<file path="src/core/psir_regs.vh">
`ifndef PSIR_REGS_VH
`define PSIR_REGS_VH

// Direct management register numbers
`define PSIR_REG_MMD_CTRL      5'h0D
`define PSIR_REG_MMD_DATA      5'h0E
`define PSIR_REG_PHY_INT_STAT  5'h1A
`define PSIR_REG_GLOBAL_SRC    5'h1D

// MMD access control fields
`define PSIR_MMD_FUNC_HI       15
`define PSIR_MMD_FUNC_LO       14
`define PSIR_MMD_DEVAD_HI      4
`define PSIR_MMD_FUNC_ADDR     2'h0
`define PSIR_MMD_FUNC_DATA     2'h1
`define PSIR_MMD_FUNC_INC_RW   2'h2
`define PSIR_MMD_FUNC_INC_W    2'h3

// MMD device addresses
`define PSIR_DEV_PMA           5'h01
`define PSIR_DEV_PCS           5'h03
`define PSIR_DEV_XS            5'h04
`define PSIR_DEV_AN            5'h07

// MMD register addresses
`define PSIR_MMD_STATUS_ONE    16'h0001
`define PSIR_MMD_TS_CAP        16'h0708
`define PSIR_MMD_TX_MAX        16'h0709
`define PSIR_MMD_TX_MIN        16'h070B
`define PSIR_MMD_RX_MAX        16'h070D
`define PSIR_MMD_RX_MIN        16'h070F
`define PSIR_MMD_LP_CAP        16'h0014
`define PSIR_MMD_WAKE_CNT      16'h0016
`define PSIR_MMD_ADV_LOCAL     16'h003C
`define PSIR_MMD_ADV_PARTNER   16'h003D

// Field positions
`define PSIR_GSRC_TS_LO        8
`define PSIR_GSRC_PHY_LO       0
`define PSIR_ST_LINK_BIT       2
`define PSIR_ST_TX_LPI_LH      11
`define PSIR_ST_RX_LPI_LH      10
`define PSIR_ST_TX_LPI_NOW     9
`define PSIR_ST_RX_LPI_NOW     8
`define PSIR_ADV_MASK          16'h0006

// Reset values
`define PSIR_RST_SRC           4'hF
`define PSIR_RST_WORD          16'h0000

`endif

</file>
<file path="src/core/psir_status_regs.v">
`timescale 1ns/10ps
`include "psir_regs.vh"

// Behaviour
// - Global bits 11:8 show, active low, which PHY time-stamp unit interrupted.
// - Time-stamp source bit is 0 while that interrupt is asserted, 1 once cleared.
// - Global bits 3:0 show, active low, which PHY raised the shared interrupt.
// - A PHY source bit returns to 1 when that PHY reads register 26.
// - Extended registers are reached only through registers 13 and 14.
// - Time-sync capability and delay words read zero while link is down.
// - Device 1 delay words at 1801, 1803, 1805, 1807.
// - Device 3 time-stamp path delay words at 1801, 1803, 1805, 1807.
// - Device 4 MAC interface delay words at 1801, 1803, 1805, 1807.
// - Time-sync capability word at 1800 of devices 1, 3 and 4.
// - Decode 3.20, 3.22, 7.60 and 7.61.
// - PMA status 1 bit 2 is latching-low receive link status.
// - Pcs_status_one bit 11 latches high on transmit low-power idle.
// - Pcs_status_one bit 10 latches high on receive low-power idle.
// - Pcs_status_one bit 9 shows live transmit low-power idle.
// - Pcs_status_one bit 8 shows live receive low-power idle.
// - PCS status flags follow the currently active media path.
// - 16-bit wake fault counter counts faults, clears on read and reset.
// - Partner advertisement ignores writes, loads partner ability after negotiation.
module psir_status_regs #(
    parameter [15:0] PMA_TS_CAP  = 16'h0003,
    parameter [15:0] PMA_TX_MAX  = 16'h0000,
    parameter [15:0] PMA_TX_MIN  = 16'h0000,
    parameter [15:0] PMA_RX_MAX  = 16'h0000,
    parameter [15:0] PMA_RX_MIN  = 16'h0000,
    parameter [15:0] PCS_TS_CAP  = 16'h0003,
    parameter [15:0] PCS_TX_MAX  = 16'h0000,
    parameter [15:0] PCS_TX_MIN  = 16'h0000,
    parameter [15:0] PCS_RX_MAX  = 16'h0000,
    parameter [15:0] PCS_RX_MIN  = 16'h0000,
    parameter [15:0] XS_TS_CAP   = 16'h0003,
    parameter [15:0] XS_TX_MAX   = 16'h0000,
    parameter [15:0] XS_TX_MIN   = 16'h0000,
    parameter [15:0] XS_RX_MAX   = 16'h0000,
    parameter [15:0] XS_RX_MIN   = 16'h0000,
    parameter [15:0] LP_CAP      = 16'h0006
) (
    input  wire        clk_in,
    input  wire        nrst_in,
    input  wire        ce_in,
    input  wire        soft_rst_in,
    input  wire        mgmt_rd_in,
    input  wire        mgmt_wr_in,
    input  wire [1:0]  mgmt_port_in,
    input  wire [4:0]  mgmt_addr_in,
    input  wire [15:0] mgmt_wdata_in,
    input  wire [3:0]  phy_int_in,
    input  wire [3:0]  ts_int_in,
    input  wire        pma_link_in,
    input  wire        media_sel_in,
    input  wire [1:0]  pcs_link_in,
    input  wire [1:0]  tx_lpi_in,
    input  wire [1:0]  rx_lpi_in,
    input  wire        wake_fault_in,
    input  wire        an_done_in,
    input  wire [15:0] partner_adv_in,
    output reg  [15:0] mgmt_rdata_out,
    output reg         mgmt_rvalid_out
);

    // ****************************************
    // State
    // ****************************************
    reg  [3:0]  phy_src_q;
    reg  [3:0]  phy_int_prev_q;
    reg  [3:0]  ts_src_q;
    reg  [15:0] mmd_ctrl_q;
    reg  [15:0] mmd_addr_q;
    reg         pma_link_q;
    reg         pcs_link_q;
    reg         tx_lpi_lh_q;
    reg         rx_lpi_lh_q;
    reg  [15:0] wake_cnt_q;
    reg  [15:0] adv_local_q;
    reg  [15:0] adv_partner_q;

    // ****************************************
    // Active media selection
    // ****************************************
    wire        pcs_link_now = pcs_link_in[media_sel_in];
    wire        tx_lpi_now   = tx_lpi_in[media_sel_in];
    wire        rx_lpi_now   = rx_lpi_in[media_sel_in];

    // ****************************************
    // Access decode
    // ****************************************
    wire [1:0]  mmd_func   = mmd_ctrl_q[`PSIR_MMD_FUNC_HI:`PSIR_MMD_FUNC_LO];
    wire [4:0]  mmd_dev    = mmd_ctrl_q[`PSIR_MMD_DEVAD_HI:0];
    wire        data_sel   = (mgmt_addr_in == `PSIR_REG_MMD_DATA) && (mmd_func != `PSIR_MMD_FUNC_ADDR);
    wire        data_rd    = mgmt_rd_in && data_sel;
    wire        data_wr    = mgmt_wr_in && data_sel;
    wire        inc_addr   = (data_rd && (mmd_func == `PSIR_MMD_FUNC_INC_RW)) ||
                             (data_wr && (mmd_func[1] == 1'b1));

    function hit;
        input [4:0]  dev;
        input [15:0] addr;
        begin
            hit = (mmd_dev == dev) && (mmd_addr_q == addr);
        end
    endfunction

    // Delay and capability words, zero without link
    function [15:0] ts_word;
        input [15:0] w;
        begin
            ts_word = pma_link_in ? w : `PSIR_RST_WORD;
        end
    endfunction

    wire        rd_pma_st  = data_rd && hit(`PSIR_DEV_PMA, `PSIR_MMD_STATUS_ONE);
    wire        rd_pcs_st  = data_rd && hit(`PSIR_DEV_PCS, `PSIR_MMD_STATUS_ONE);
    wire        rd_wake    = data_rd && hit(`PSIR_DEV_PCS, `PSIR_MMD_WAKE_CNT);
    wire        rd_phy_int = mgmt_rd_in && (mgmt_addr_in == `PSIR_REG_PHY_INT_STAT);

    // ****************************************
    // Extended register read mux
    // ****************************************
    reg  [15:0] mmd_rdata;
    always @* begin
        mmd_rdata = `PSIR_RST_WORD;
        case (mmd_dev)
            `PSIR_DEV_PMA: begin
                case (mmd_addr_q)
                    `PSIR_MMD_STATUS_ONE: mmd_rdata[`PSIR_ST_LINK_BIT] = pma_link_q;
                    `PSIR_MMD_TS_CAP:     mmd_rdata = ts_word(PMA_TS_CAP);
                    `PSIR_MMD_TX_MAX:     mmd_rdata = ts_word(PMA_TX_MAX);
                    `PSIR_MMD_TX_MIN:     mmd_rdata = ts_word(PMA_TX_MIN);
                    `PSIR_MMD_RX_MAX:     mmd_rdata = ts_word(PMA_RX_MAX);
                    `PSIR_MMD_RX_MIN:     mmd_rdata = ts_word(PMA_RX_MIN);
                    default:              mmd_rdata = `PSIR_RST_WORD;
                endcase
            end
            `PSIR_DEV_PCS: begin
                case (mmd_addr_q)
                    `PSIR_MMD_STATUS_ONE: begin
                        mmd_rdata[`PSIR_ST_TX_LPI_LH]  = tx_lpi_lh_q;
                        mmd_rdata[`PSIR_ST_RX_LPI_LH]  = rx_lpi_lh_q;
                        mmd_rdata[`PSIR_ST_TX_LPI_NOW] = tx_lpi_now;
                        mmd_rdata[`PSIR_ST_RX_LPI_NOW] = rx_lpi_now;
                        mmd_rdata[`PSIR_ST_LINK_BIT]   = pcs_link_q;
                    end
                    `PSIR_MMD_TS_CAP:     mmd_rdata = ts_word(PCS_TS_CAP);
                    `PSIR_MMD_TX_MAX:     mmd_rdata = ts_word(PCS_TX_MAX);
                    `PSIR_MMD_TX_MIN:     mmd_rdata = ts_word(PCS_TX_MIN);
                    `PSIR_MMD_RX_MAX:     mmd_rdata = ts_word(PCS_RX_MAX);
                    `PSIR_MMD_RX_MIN:     mmd_rdata = ts_word(PCS_RX_MIN);
                    `PSIR_MMD_LP_CAP:     mmd_rdata = LP_CAP & `PSIR_ADV_MASK;
                    `PSIR_MMD_WAKE_CNT:   mmd_rdata = wake_cnt_q;
                    default:              mmd_rdata = `PSIR_RST_WORD;
                endcase
            end
            `PSIR_DEV_XS: begin
                case (mmd_addr_q)
                    `PSIR_MMD_TS_CAP:     mmd_rdata = ts_word(XS_TS_CAP);
                    `PSIR_MMD_TX_MAX:     mmd_rdata = ts_word(XS_TX_MAX);
                    `PSIR_MMD_TX_MIN:     mmd_rdata = ts_word(XS_TX_MIN);
                    `PSIR_MMD_RX_MAX:     mmd_rdata = ts_word(XS_RX_MAX);
                    `PSIR_MMD_RX_MIN:     mmd_rdata = ts_word(XS_RX_MIN);
                    default:              mmd_rdata = `PSIR_RST_WORD;
                endcase
            end
            `PSIR_DEV_AN: begin
                case (mmd_addr_q)
                    `PSIR_MMD_ADV_LOCAL:   mmd_rdata = adv_local_q;
                    `PSIR_MMD_ADV_PARTNER: mmd_rdata = adv_partner_q;
                    default:               mmd_rdata = `PSIR_RST_WORD;
                endcase
            end
            default: mmd_rdata = `PSIR_RST_WORD;
        endcase
    end

    // ****************************************
    // Direct register read mux
    // ****************************************
    reg  [15:0] rdata_d;
    always @* begin
        rdata_d = `PSIR_RST_WORD;
        case (mgmt_addr_in)
            `PSIR_REG_GLOBAL_SRC: begin
                rdata_d[`PSIR_GSRC_TS_LO+3:`PSIR_GSRC_TS_LO]   = ts_src_q;
                rdata_d[`PSIR_GSRC_PHY_LO+3:`PSIR_GSRC_PHY_LO] = phy_src_q;
            end
            `PSIR_REG_MMD_CTRL: rdata_d = mmd_ctrl_q;
            `PSIR_REG_MMD_DATA: rdata_d = data_sel ? mmd_rdata : mmd_addr_q;
            default:            rdata_d = `PSIR_RST_WORD;
        endcase
    end

    // ****************************************
    // Per-PHY interrupt source indication
    // ****************************************
    reg  [3:0]  phy_src_d;
    integer     i;
    always @* begin
        phy_src_d = phy_src_q;
        for (i = 0; i < 4; i = i + 1) begin
            if (rd_phy_int && (mgmt_port_in == i[1:0])) begin
                phy_src_d[i] = 1'b1;
            end
            if (phy_int_in[i] && !phy_int_prev_q[i]) begin
                phy_src_d[i] = 1'b0;
            end
        end
    end

    // ****************************************
    // Interrupt source registers
    // ****************************************
    always @(posedge clk_in or negedge nrst_in) begin
        if (!nrst_in) begin
            phy_src_q      <= `PSIR_RST_SRC;
            phy_int_prev_q <= 4'h0;
            ts_src_q       <= `PSIR_RST_SRC;
        end else if (ce_in) begin
            // Software reset sets the per-PHY source bits back to 1
            if (soft_rst_in) begin
                phy_src_q <= `PSIR_RST_SRC;
            end else begin
                phy_src_q <= phy_src_d;
            end
            // Edge history for the per-PHY bits
            phy_int_prev_q <= phy_int_in;
            // Stamp bits follow the interrupt lines
            ts_src_q       <= ~ts_int_in;
        end
    end

    // ****************************************
    // Indirect access control
    // ****************************************
    always @(posedge clk_in or negedge nrst_in) begin
        if (!nrst_in) begin
            mmd_ctrl_q <= `PSIR_RST_WORD;
            mmd_addr_q <= `PSIR_RST_WORD;
        end else if (ce_in) begin
            if (soft_rst_in) begin
                mmd_ctrl_q <= `PSIR_RST_WORD;
                mmd_addr_q <= `PSIR_RST_WORD;
            end else begin
                // Function and device select
                if (mgmt_wr_in && (mgmt_addr_in == `PSIR_REG_MMD_CTRL)) begin
                    mmd_ctrl_q <= mgmt_wdata_in;
                end
                // Address load, or post-increment after a data read in function 2 or a data write in function 2 or 3
                if (mgmt_wr_in && (mgmt_addr_in == `PSIR_REG_MMD_DATA) && !data_sel) begin
                    mmd_addr_q <= mgmt_wdata_in;
                end else if (inc_addr) begin
                    mmd_addr_q <= mmd_addr_q + 16'h0001;
                end
            end
        end
    end

    // ****************************************
    // Link status latches
    // ****************************************
    always @(posedge clk_in or negedge nrst_in) begin
        if (!nrst_in) begin
            pma_link_q <= 1'b0;
            pcs_link_q <= 1'b0;
        end else if (ce_in) begin
            if (soft_rst_in) begin
                pma_link_q <= 1'b0;
                pcs_link_q <= 1'b0;
            end else begin
                // Latching low: reload live on read, loss always wins
                if (rd_pma_st) begin
                    pma_link_q <= pma_link_in;
                end else if (!pma_link_in) begin
                    pma_link_q <= 1'b0;
                end
                // Same rule for the active media path
                if (rd_pcs_st) begin
                    pcs_link_q <= pcs_link_now;
                end else if (!pcs_link_now) begin
                    pcs_link_q <= 1'b0;
                end
            end
        end
    end

    // ****************************************
    // Low-power idle latches
    // ****************************************
    always @(posedge clk_in or negedge nrst_in) begin
        if (!nrst_in) begin
            tx_lpi_lh_q <= 1'b0;
            rx_lpi_lh_q <= 1'b0;
        end else if (ce_in) begin
            // Read reloads live values
            if (soft_rst_in) begin
                tx_lpi_lh_q <= 1'b0;
                rx_lpi_lh_q <= 1'b0;
            end else if (rd_pcs_st) begin
                tx_lpi_lh_q <= tx_lpi_now;
                rx_lpi_lh_q <= rx_lpi_now;
            end else begin
                // Latching high: any idle seen sets the flag
                if (tx_lpi_now) begin
                    tx_lpi_lh_q <= 1'b1;
                end
                if (rx_lpi_now) begin
                    rx_lpi_lh_q <= 1'b1;
                end
            end
        end
    end

    // ****************************************
    // Wake fault counter
    // ****************************************
    always @(posedge clk_in or negedge nrst_in) begin
        if (!nrst_in) begin
            wake_cnt_q <= `PSIR_RST_WORD;
        end else if (ce_in) begin
            // Event in the read cycle is kept
            // Saturates at all ones
            if (soft_rst_in) begin
                wake_cnt_q <= `PSIR_RST_WORD;
            end else if (rd_wake) begin
                wake_cnt_q <= wake_fault_in ? 16'h0001 : `PSIR_RST_WORD;
            end else if (wake_fault_in && (wake_cnt_q != 16'hFFFF)) begin
                wake_cnt_q <= wake_cnt_q + 16'h0001;
            end
        end
    end

    // ****************************************
    // Advertisement words
    // ****************************************
    always @(posedge clk_in or negedge nrst_in) begin
        if (!nrst_in) begin
            adv_local_q   <= `PSIR_RST_WORD;
            adv_partner_q <= `PSIR_RST_WORD;
        end else if (ce_in) begin
            if (soft_rst_in) begin
                adv_local_q   <= `PSIR_RST_WORD;
                adv_partner_q <= `PSIR_RST_WORD;
            end else begin
                // Local word keeps only the advertised bits
                if (data_wr && hit(`PSIR_DEV_AN, `PSIR_MMD_ADV_LOCAL)) begin
                    adv_local_q <= mgmt_wdata_in & `PSIR_ADV_MASK;
                end
                // Partner word follows while negotiation is done
                if (an_done_in) begin
                    adv_partner_q <= partner_adv_in & `PSIR_ADV_MASK;
                end
            end
        end
    end

    // ****************************************
    // Read port
    // ****************************************
    always @(posedge clk_in or negedge nrst_in) begin
        if (!nrst_in) begin
            mgmt_rdata_out  <= `PSIR_RST_WORD;
            mgmt_rvalid_out <= 1'b0;
        end else if (ce_in) begin
            // Valid is a one-cycle answer to each read
            mgmt_rvalid_out <= mgmt_rd_in;
            // Data holds until the next read
            if (mgmt_rd_in) begin
                mgmt_rdata_out <= rdata_d;
            end
        end
    end

endmodule

</file>
<file path="config.mk">
export PLATFORM = sky130hd
export DESIGN_NAME = psir_status_regs
export DESIGN_NICKNAME = d
export VERILOG_FILES = /design/src/core/psir_status_regs.v
export VERILOG_INCLUDE_DIRS = /design/src /design/src/core
export SDC_FILE = /design/constraint.sdc
export NUM_CORES = 1
export LEC_CHECK = 0
export BUFFER_PORTS_ARGS = -buffer_cell sky130_fd_sc_hd__buf_2
export CELL_PAD_IN_SITES_DETAIL_PLACEMENT = 1
export CELL_PAD_IN_SITES_GLOBAL_PLACEMENT = 1
export CORE_UTILIZATION = 35
export DETAILED_ROUTE_END_ITERATION = 8
export GPL_TIMING_DRIVEN = 0
export PLACE_DENSITY_LB_ADDON = 0.1
export SYNTH_ARGS = -nofsm -noshare
export SYNTH_HDL_FRONTEND = slang
export SYNTH_SLANG_ARGS = --single-unit
</file>
<file path="constraint.sdc">
create_clock -name clk_in -period 2.5 [get_ports clk_in]
set_input_delay 0.125 -clock clk_in [delete_from_list [all_inputs] [get_ports clk_in]]
set_output_delay 0.125 -clock clk_in [all_outputs]
set_load 0.03 [all_outputs]
</file>
==> qor.yml, run 1 <==
timing:
  finalSetupTns_ns: 0
  clock-skew-final_ns: 0.00799
  hold_viol_final: 0
  slew_headroom_pct: 33.0
  max_freq_mhz: 412
  setup_slack_ns: 0.0705
  tightest_slew_ns: 1.00
  period_share_pct: 97.2
  period_minus_slack_ns: 2.43
  rsz0062_at_grt: "false"
  slew_violations: 0
  setup_viol: 0
clocking:
  numClockSinks: 85
  cts_buffers: 9
  htree_levels: 3
  ctsLongestPathBuffers: 2
  cts_tree: "built"
  ctsRootBufferMaster: "clkbuf_16"
  clk_latency_ns: 0.35
  path_clk_slew_ns: 0.06
floorplan:
  dieArea_sq_um: 14700
  pin_count: 80
  start_util_pct: 35.9
  num_rows: 43
  die_y_um: 121
  core_area_sq_um: 13900
  dieWidth_um: 121
final_layout:
  area_delta_synth_final_pct: 21.9
  num-fill-cells: 1649
  drive_gt1_share_pct: 22.7
  diodes: 0
  nets: 701
  final_core_util_pct: 43.8
status:
  status: "complete, no violations"
worst_hold_path:
  hp-class: "input pin to flip-flop"
  min-delay-start: "phy_int_in[0]"
  min_path_cells: 3
power_and_ir_drop:
  peakVddDrop_mv: 0.486
  power_density_nw_per_um2: 561
  p_leak_nw: 2.52
  design_power_total_mw: 3.41
place:
  place_ws_ns: -0.446
  portBuffers: 65
  gp_congestion: 0.893
  dpl.hpwl_um: 13400
yosys:
  mappedNetlistArea_sq_um: 4980
  synth_nets: 618
  synth_area_per_cell_sq_um: 9.06
  synth-edff-count: 0
  yosysUniqueCellTypes: 72
  async_flop_share_pct: 100
  synth_seq_cells: 85
  netlist_instances: 550
  ys.flop_type: "dfrtp_1"
  yosysSeqAreaShare_pct: 42.9
  yosys_warnings: 0
detailed_routing:
  drc: 0
  routedWlPerCell_um: 21.9
  vias_per_cell: 5.76
  drtIter0Drc: 245
  routed_wl_um: 17900
  antenna_left: 0
  first_pass_iters: 5
  num_vias: 4715
grt:
  grt_pass1_vias: 4888
  grt_pass1_wl_um: 28100
  grt_start_max_net_pins: 52
  grt-ovfl-total: 0
  antenna_found_initial: 0
  grt_use_total_pct: 25.9
critical_path:
  path_buf_inv: 2
  critPathCaptureType: "flip-flop"
  reg2reg_from: "mmd_addr_q[0]"
  startpoint: "mmd_addr_q[0]"
  crit_cells: 8
  r2r_cells: 8
  cp_top_family: "simple AND/OR/NAND/NOR gates"
  crit_type: "flip-flop to flip-flop"
  critical_path_arrival_ns: 2.72
  slowest_stage: "or4_1"
  cpPeakStageDelay_ns: 0.51
  start_kind: "flip-flop"
  path_cells: "inv_1 -> ha_1 -> nor3b_2 -> and4b_2 -> buf_4 -> a41o_2 -> or4_1 -> nand2_1"
  cp_max_fo: 8
  cp_data_required_time_ns: 2.79
job:
  cap_violations: 0
[layout by cell type (no fill, tap or decap), drive strengths merged, types with 8 or more instances in the layout]
master	instances
xnor2	12
dfstp	8
buf	75
and2	9
nor3	16
mux2i	11
inv	15
a21oi	43
nor3b	8
a22o	20
nand2	49
dfrtp	77
clkbuf	32
nand4	10
nand3	20
o21ai	48
nor4	10
nor2	57
[registers in the layout (all words and copies together), names as in the netlist]
name and flops:
ts_src_q 4, mmd_ctrl_q 16, adv_local_q 2, wake_cnt_q 16
rx_lpi_lh_q 1, mgmt_rvalid_out 1, phy_src_q 4, tx_lpi_lh_q 1
mgmt_rdata_out 16, pcs_link_q 1, adv_partner_q 2, pma_link_q 1
phy_int_prev_q 4, mmd_addr_q 16
[power breakdown]
group	switching (mW)	internal, mW
Clock	0.578	0.829
Combinational	0.308	0.177
Sequential	0.0626	1.45
Total	0.949	2.46
[cells in the mapped netlist, drive strengths merged, types with 9 or more instances]
cell     n  area (sq um)
dfrtp   77          1930
nor2    57           214
nand2   49           184
o21ai   48           240
a21oi   43           215
clkbuf  24           110
a22o    20           175
nand3   20           100
nor3    16          91.3
inv     15          56.3
xnor2   12           105
mux2i   11           110
nand4   10          62.6
nor4    10          62.6
and2     9          62.6
[cell families (layout without fill, tap and decap cells)]
| group | Yosys count | count (layout) | synth area share [%] |
|---|---|---|---|
| AOI/OAI and AO/OA | 166 | 166 | 22.5 |
| xor gates and xnor gates | 12 | 12 | 2.11 |
| adders and majority gates | 5 | 5 | 1.26 |
| buffers and inverters | 47 | 135 | 5.27 |
| DFF | 85 | 85 | 42.9 |
| muxes | 12 | 12 | 2.43 |
| and+or+nand+nor | 223 | 223 | 23.5 |
[path summary, 6_finish.rpt]
check | endpoint | slack [ns]
max | wake_cnt_q[12] | 0.07
min | phy_int_prev_q[0] | 0.001
max reg2reg | wake_cnt_q[12] | 0.07
min reg2reg | mgmt_rdata_out[10] | 0.50
max in group asynchronous | phy_src_q[0] | 1.56
min in group asynchronous | phy_int_prev_q[1] | 0.29
[tightest hold or removal path, cell delays in order]
cell	delay [ns]
buf_2	0.08
nand2_1	0.05
o21ai_0	0.06
[timing repair]
item	4_1_cts	5_1_grt
setup endpoints to repair	38	44
pin swaps	5	9
buffers inserted	6	0
endpoints found under the hold margin	33	0
hold buffers	6	0
gates resized for setup	16	12
[per-layer routing]
metal / GRT usage (%) / share of wire (%)
met5: 0 / 0
met4: 8.56 / 2.0
met1: 34.2 / 46
met3: 4.46 / 4.1
met2: 42.5 / 48
[final cells by class]
cell class	instances	area (sq um)	area share, %
Clock buffer	11	253	4.16
Multi-Input combinational cell	418	2710	44.6
Timing Repair Buffer	78	464	7.64
Buffer	26	171	2.82
Sequential cell	85	2140	35.2
Clock inverter	5	58.8	0.968
Inverter	15	56.3	0.927
Tap cell	180	225	3.71
[metrics by stage]
| step | instance area, sq um | hold slack [ns] | cells |
|---|---|---|---|
| finish | 6070 | 0.00149 | 818 |
| floorplan | 4980 | -0.171 | 550 |
| global route | 6070 | 0.0182 | 818 |
| CTS | 6070 | 0.00204 | 823 |
| detailed placement | 5570 | 0.120 | 796 |
| global placement | 5540 | 0.267 | 795 |
Power figures use the tool's default switching activity.
==> inputs of run 2 (changes only) <==
--- a/config.mk
+++ b/config.mk
@@ -13,6 +13,7 @@
 export DETAILED_ROUTE_END_ITERATION = 8
 export GPL_TIMING_DRIVEN = 0
 export PLACE_DENSITY_LB_ADDON = 0.1
+export RECOVER_POWER = 50
 export SYNTH_ARGS = -nofsm -noshare
 export SYNTH_HDL_FRONTEND = slang
 export SYNTH_SLANG_ARGS = --single-unit
==> run 2 against run 1 <==
  * Combinational power down 1%
  * Via count up 0.42%
  * Hold slack better by 0.00092 ns
  * Die area unchanged
  * Setup slack better by 0.0038 ns
  * Final cell count unchanged
  * Clock skew about the same
  * Final area down 0.21%
==> qor.yml, run 2 (same netlist as run 1, synthesis figures left out) <==
status:
  status: "complete, no violations"
grt:
  antenna_found_initial: 0
  grt_pass1_vias: 4888
  grt_pass1_wl_um: 28100
  grt_use_total_pct: 25.9
  grt-ovfl-total: 0
  grt_start_max_net_pins: 52
detailed_routing:
  drtIter0Drc: 246
  antenna_left: 0
  num_vias: 4735
  routedWlPerCell_um: 21.9
  routed_wl_um: 17900
  first_pass_iters: 5
  drc: 0
  vias_per_cell: 5.79
final_layout:
  nets: 701
  drive_gt1_share_pct: 21.5
  layout_common_cells: "75 x dfrtp_1, 57 x buf_2, 56 x nor2_1"
  num-fill-cells: 1656
  area_delta_synth_final_pct: 21.6
  diodes: 0
  mostFrequentLayoutCell: "dfrtp_1"
  multi_input_area_sq_um: 2710
  seqCellArea_sq_um: 2140
  final_core_util_pct: 43.7
floorplan:
  pin_count: 80
  start_util_pct: 35.9
  die_y_um: 121
  core_area_sq_um: 13900
  num_rows: 43
  dieWidth_um: 121
  dieArea_sq_um: 14700
critical_path:
  r2r_cells: 8
  path_buf_inv: 2
  r2r_slack_ns: 0.07
  cpPeakStageDelay_ns: 0.51
  path_cells: "inv_1 -> ha_1 -> nor3b_2 -> and4b_2 -> buf_4 -> a41o_2 -> or4_1 -> nand2_1"
  start_kind: "flip-flop"
  slowest_stage: "or4_1"
  critical_path_arrival_ns: 2.71
  worstReg2RegEnd: "wake_cnt_q[12]"
  cp_data_required_time_ns: 2.79
  crit_type: "flip-flop to flip-flop"
  cp_top_family: "simple AND/OR/NAND/NOR gates"
  reg2reg_from: "mmd_addr_q[0]"
  critPathCaptureType: "flip-flop"
  cp_max_fo: 8
timing:
  rsz0062_at_grt: "false"
  tightest_slew_ns: 1.00
  clock-skew-final_ns: 0.00837
  hold_viol_final: 0
  slew_headroom_pct: 33.1
  slew_violations: 0
  period_share_pct: 97.0
  max_freq_mhz: 412
  setup_viol: 0
  period_minus_slack_ns: 2.43
power_and_ir_drop:
  p_sw_uw: 947
  clkPwrFrac_pct: 41.3
  p_leak_nw: 2.50
  combPwrFrac_pct: 14.1
  design_power_total_mw: 3.40
  peakVddDrop_mv: 0.486
  intPower_mw: 2.46
  power_density_nw_per_um2: 561
  swShare_pct: 27.8
  p_seq_share_pct: 44.6
clocking:
  cts_buffers: 9
  path_clk_slew_ns: 0.06
  htree_levels: 3
  ctsLongestPathBuffers: 2
  numClockSinks: 85
  clk_latency_ns: 0.35
  ctsRootBufferMaster: "clkbuf_16"
  cts_tree: "built"
worst_hold_path:
  min-delay-start: "phy_int_in[0]"
  worstHoldEndpoint: "phy_int_prev_q[0]"
  hp-class: "input pin to flip-flop"
  min_path_cells: 3
job:
  cap_violations: 0
place:
  gp_congestion: 0.893
  portBuffers: 65
  dpl.hpwl_um: 13400
run 2: changes by cell type in the layout (fill, tap and decap cells not counted):
cell and change:
buf_4 -1, buf_2 -8, clkbuf_2 +1, clkbuf_1 +8
run 2: layout make-up:
class                           instances  area share (%)
Tap cell                              180            3.72
Clock buffer                           11            4.17
Timing Repair Buffer                   78            7.45
Multi-Input combinational cell        418            44.6
Buffer                                 26            2.83
Sequential cell                        85            35.3
Inverter                               15           0.929
Clock inverter                          5           0.970
run 2: worst max path at each step:
stage / cells after the start / slack [ns] / to / from
after floorplan: 9 / 0.01 / wake_cnt_q[12] / mmd_addr_q[6]
final: 8 / 0.07 / wake_cnt_q[12] / mmd_addr_q[0]
after detailed placement: 8 / -0.45 / mmd_addr_q[2] / mmd_ctrl_q[15]
after global placement: 8 / -0.34 / mmd_addr_q[2] / mmd_ctrl_q[15]
after CTS: 9 / -0.02 / wake_cnt_q[4] / mmd_addr_q[6]
after global routing: 6 / 0.007 / wake_cnt_q[9] / mmd_ctrl_q[2]
run 2: power by group through the flow:
stage | Combinational (mW) | Clock [mW] | Sequential [mW]
2_1_floorplan | 0.222 | 0 | 1.57
3_5_place_dp | 0.467 | 0 | 1.54
3_3_place_gp | 0.451 | 0 | 1.54
5_1_grt | 0.526 | 1.47 | 1.53
6_report | 0.480 | 1.41 | 1.52
4_1_cts | 0.482 | 1.44 | 1.52
run 2: metrics by stage:
step | hold WS [ns] | TNS (ns) | std cells | setup slack [ns] | instance area, sq um
floorplan | -0.171 | 0 | 550 | 0.00956 | 4980
global placement | 0.267 | -6.75 | 795 | -0.345 | 5540
detailed placement | 0.120 | -8.34 | 796 | -0.446 | 5570
CTS | 0.00204 | -0.0381 | 823 | -0.0169 | 6070
global route | 0.0182 | 0 | 818 | 0.00726 | 6060
finish | 0.00241 | 0 | 818 | 0.0743 | 6060
run 2: routing by layer:
layer	track usage, %	up-vias	part of all wire, %
met5	0	-	0
met4	8.56	0	2.0
met1	34.2	2406	45
met2	42.5	115	48
li1	-	2193	-
met3	4.46	21	4.5
run 2: worst register-to-register path, cell delays in order (launching register included):
cell and delay, ns:
dfrtp_2 0.44, inv_1 0.09, ha_1 0.26, nor3b_2 0.18, and4b_2 0.31, buf_4 0.18, a41o_2 0.32, or4_1 0.51
nand2_1 0.07
run 2: timing repair:
item	in CTS	in global routing
endpoints found under the hold margin	33	0
endpoints found under the setup margin	38	44
buffers inserted	6	0
hold buffers	6	0
resized for setup	16	12
pin swaps	5	9
==> inputs of run 3 (changes only) <==
==> constraint.sdc (replaced) <==
create_clock -name clk_in -period 2.3 [get_ports clk_in]
set_input_delay 0.115 -clock clk_in [delete_from_list [all_inputs] [get_ports clk_in]]
set_output_delay 0.115 -clock clk_in [all_outputs]
set_load 0.03 [all_outputs]
==> run 3 against run 2 <==
  * The flow now finishes with violations (negative hold slack, negative setup slack)
  * Sequential power up 9%
  * Combinational power up 16%
  * Hold slack worse by 0.0038 ns
==> qor.yml, run 3 (same netlist as run 1, synthesis figures left out) <==
job:
  cap_violations: 0
timing:
  setup_slack_ns: -0.0805
  period_minus_slack_ns: 2.38
  hold_viol_final: 1
  tightest_slew_ns: 1.08
  period_share_pct: 104
  clock-skew-final_ns: 0.0101
  max_freq_mhz: 420
  rsz0062_at_grt: "true"
  slew_headroom_pct: 27.9
  slew_violations: 0
  whs_ns: -0.00140
  setup_viol: 6
critical_path:
  reg2reg_from: "mmd_addr_q[6]"
  cp_data_required_time_ns: 2.54
  r2r_slack_ns: -0.08
  worstReg2RegEnd: "wake_cnt_q[10]"
  start_kind: "flip-flop"
  r2r_cells: 7
  crit_type: "flip-flop to flip-flop"
  critPathCaptureType: "flip-flop"
  cp_max_fo: 4
  critical_path_arrival_ns: 2.63
grt:
  antenna_found_initial: 0
  grt_pass1_vias: 5060
  grt_pass1_wl_um: 28900
  grt_start_max_net_pins: 45
  grt-ovfl-total: 0
  grt_use_total_pct: 26.3
place:
  place_ws_ns: -0.542
  dpl.hpwl_um: 13300
  portBuffers: 65
  gp_congestion: 0.906
floorplan:
  pin_count: 80
  dieWidth_um: 121
  core_area_sq_um: 13900
  dieArea_sq_um: 14700
  start_util_pct: 35.9
  die_y_um: 121
  num_rows: 43
detailed_routing:
  antenna_left: 0
  first_pass_iters: 4
  routed_wl_um: 18300
  num_vias: 4805
  routedWlPerCell_um: 22.0
  drc: 0
  vias_per_cell: 5.78
  drtIter0Drc: 211
clocking:
  cts_tree: "built"
  clk_latency_ns: 0.36
  cts_buffers: 9
  ctsLongestPathBuffers: 2
  ctsRootBufferMaster: "clkbuf_16"
  path_clk_slew_ns: 0.06
  numClockSinks: 85
  htree_levels: 3
worst_hold_path:
  hp-class: "input pin to flip-flop"
  min-delay-start: "phy_int_in[3]"
  worstHoldEndpoint: "phy_int_prev_q[3]"
  min_path_cells: 3
final_layout:
  layout_common_cells: "73 x dfrtp_1, 56 x nor2_1, 48 x nand2_1, 48 x buf_2, 46 x o21ai_0"
  drive_gt1_share_pct: 23.8
  nets: 715
  mostFrequentLayoutCell: "dfrtp_1"
  final_core_util_pct: 45.0
  diodes: 0
  area_delta_synth_final_pct: 25.2
power_and_ir_drop:
  p_leak_nw: 2.55
  peakVddDrop_mv: 0.328
  power_density_nw_per_um2: 580
status:
  violations: "negative hold slack, negative setup slack"
  status: "finished, violations left"
==> run 3: per-stage QoR <==
step           hold slack (ns)  power (mW)  instances  instance area, sq um  TNS, ns
2_1_floorplan           -0.181        1.94        550                  4980   -0.127
3_3_place_gp             0.253        2.16        795                  5540   -16.30
3_5_place_dp             0.154        2.18        796                  5570   -17.32
4_1_cts               0.000419        3.62        828                  6120    -1.56
5_1_grt                 0.0199        3.76        832                  6240    -1.06
6_report              -0.00140        3.62        832                  6240   -0.311
==> run 3: final cells by class <==
| cell class | count | area [sq um] |
|---|---|---|
| plain buffers | 27 | 179 |
| clock buffers | 12 | 256 |
| multi-input cells | 418 | 2830 |
| fillers | 1659 | 7640 |
| repair buffers | 91 | 533 |
| clock inverters | 4 | 22.5 |
| inverters | 15 | 56.3 |
| well taps | 180 | 225 |
| flip-flops and latches | 85 | 2140 |
==> run 3: routing by layer <==
layer / GRT usage (%) / up-vias / part of all wire [%]
li1: - / 2228 / -
met1: 34.9 / 2440 / 46
met2: 43.1 / 112 / 48
met3: 3.52 / 25 / 3.7
met4: 10.3 / 0 / 2.2
met5: 0 / - / 0
==> run 3: power breakdown <==
| part | total (mW) | internal [mW] | switching (mW) |
|---|---|---|---|
| registers | 1.65 | 1.58 | 0.0667 |
| logic | 0.559 | 0.208 | 0.351 |
| clock network | 1.41 | 0.786 | 0.628 |
| total | 3.62 | 2.58 | 1.05 |
==> run 3: critical path, cell delays in order (launching register included) <==
cell	delay, ns
dfrtp_1	0.42
or4_4	0.57
and4b_4	0.41
a32oi_4	0.15
buf_6	0.18
a2111oi_4	0.31
xnor2_1	0.17
nor2_1	0.05
==> run 3: worst max path at each step <==
| stage | from | end | slack [ns] |
|---|---|---|---|
| 6_report | mmd_addr_q[6] | wake_cnt_q[10] | -0.08 |
| 5_1_grt | mmd_addr_q[6] | wake_cnt_q[10] | -0.14 |
| 4_1_cts | mmd_addr_q[6] | wake_cnt_q[4] | -0.14 |
| 3_3_place_gp | mmd_ctrl_q[15] | mmd_addr_q[2] | -0.54 |
| 2_1_floorplan | mmd_addr_q[6] | wake_cnt_q[12] | -0.06 |
| 3_5_place_dp | mmd_ctrl_q[15] | mmd_addr_q[8] | -0.54 |
==> run 3: repair_timing <==
item	CTS	global route
buffers inserted	9	7
endpoints found under the setup margin	56	54
hold endpoints to repair	41	0
resized for setup	29	31
hold buffers	9	0
pin swaps	6	14
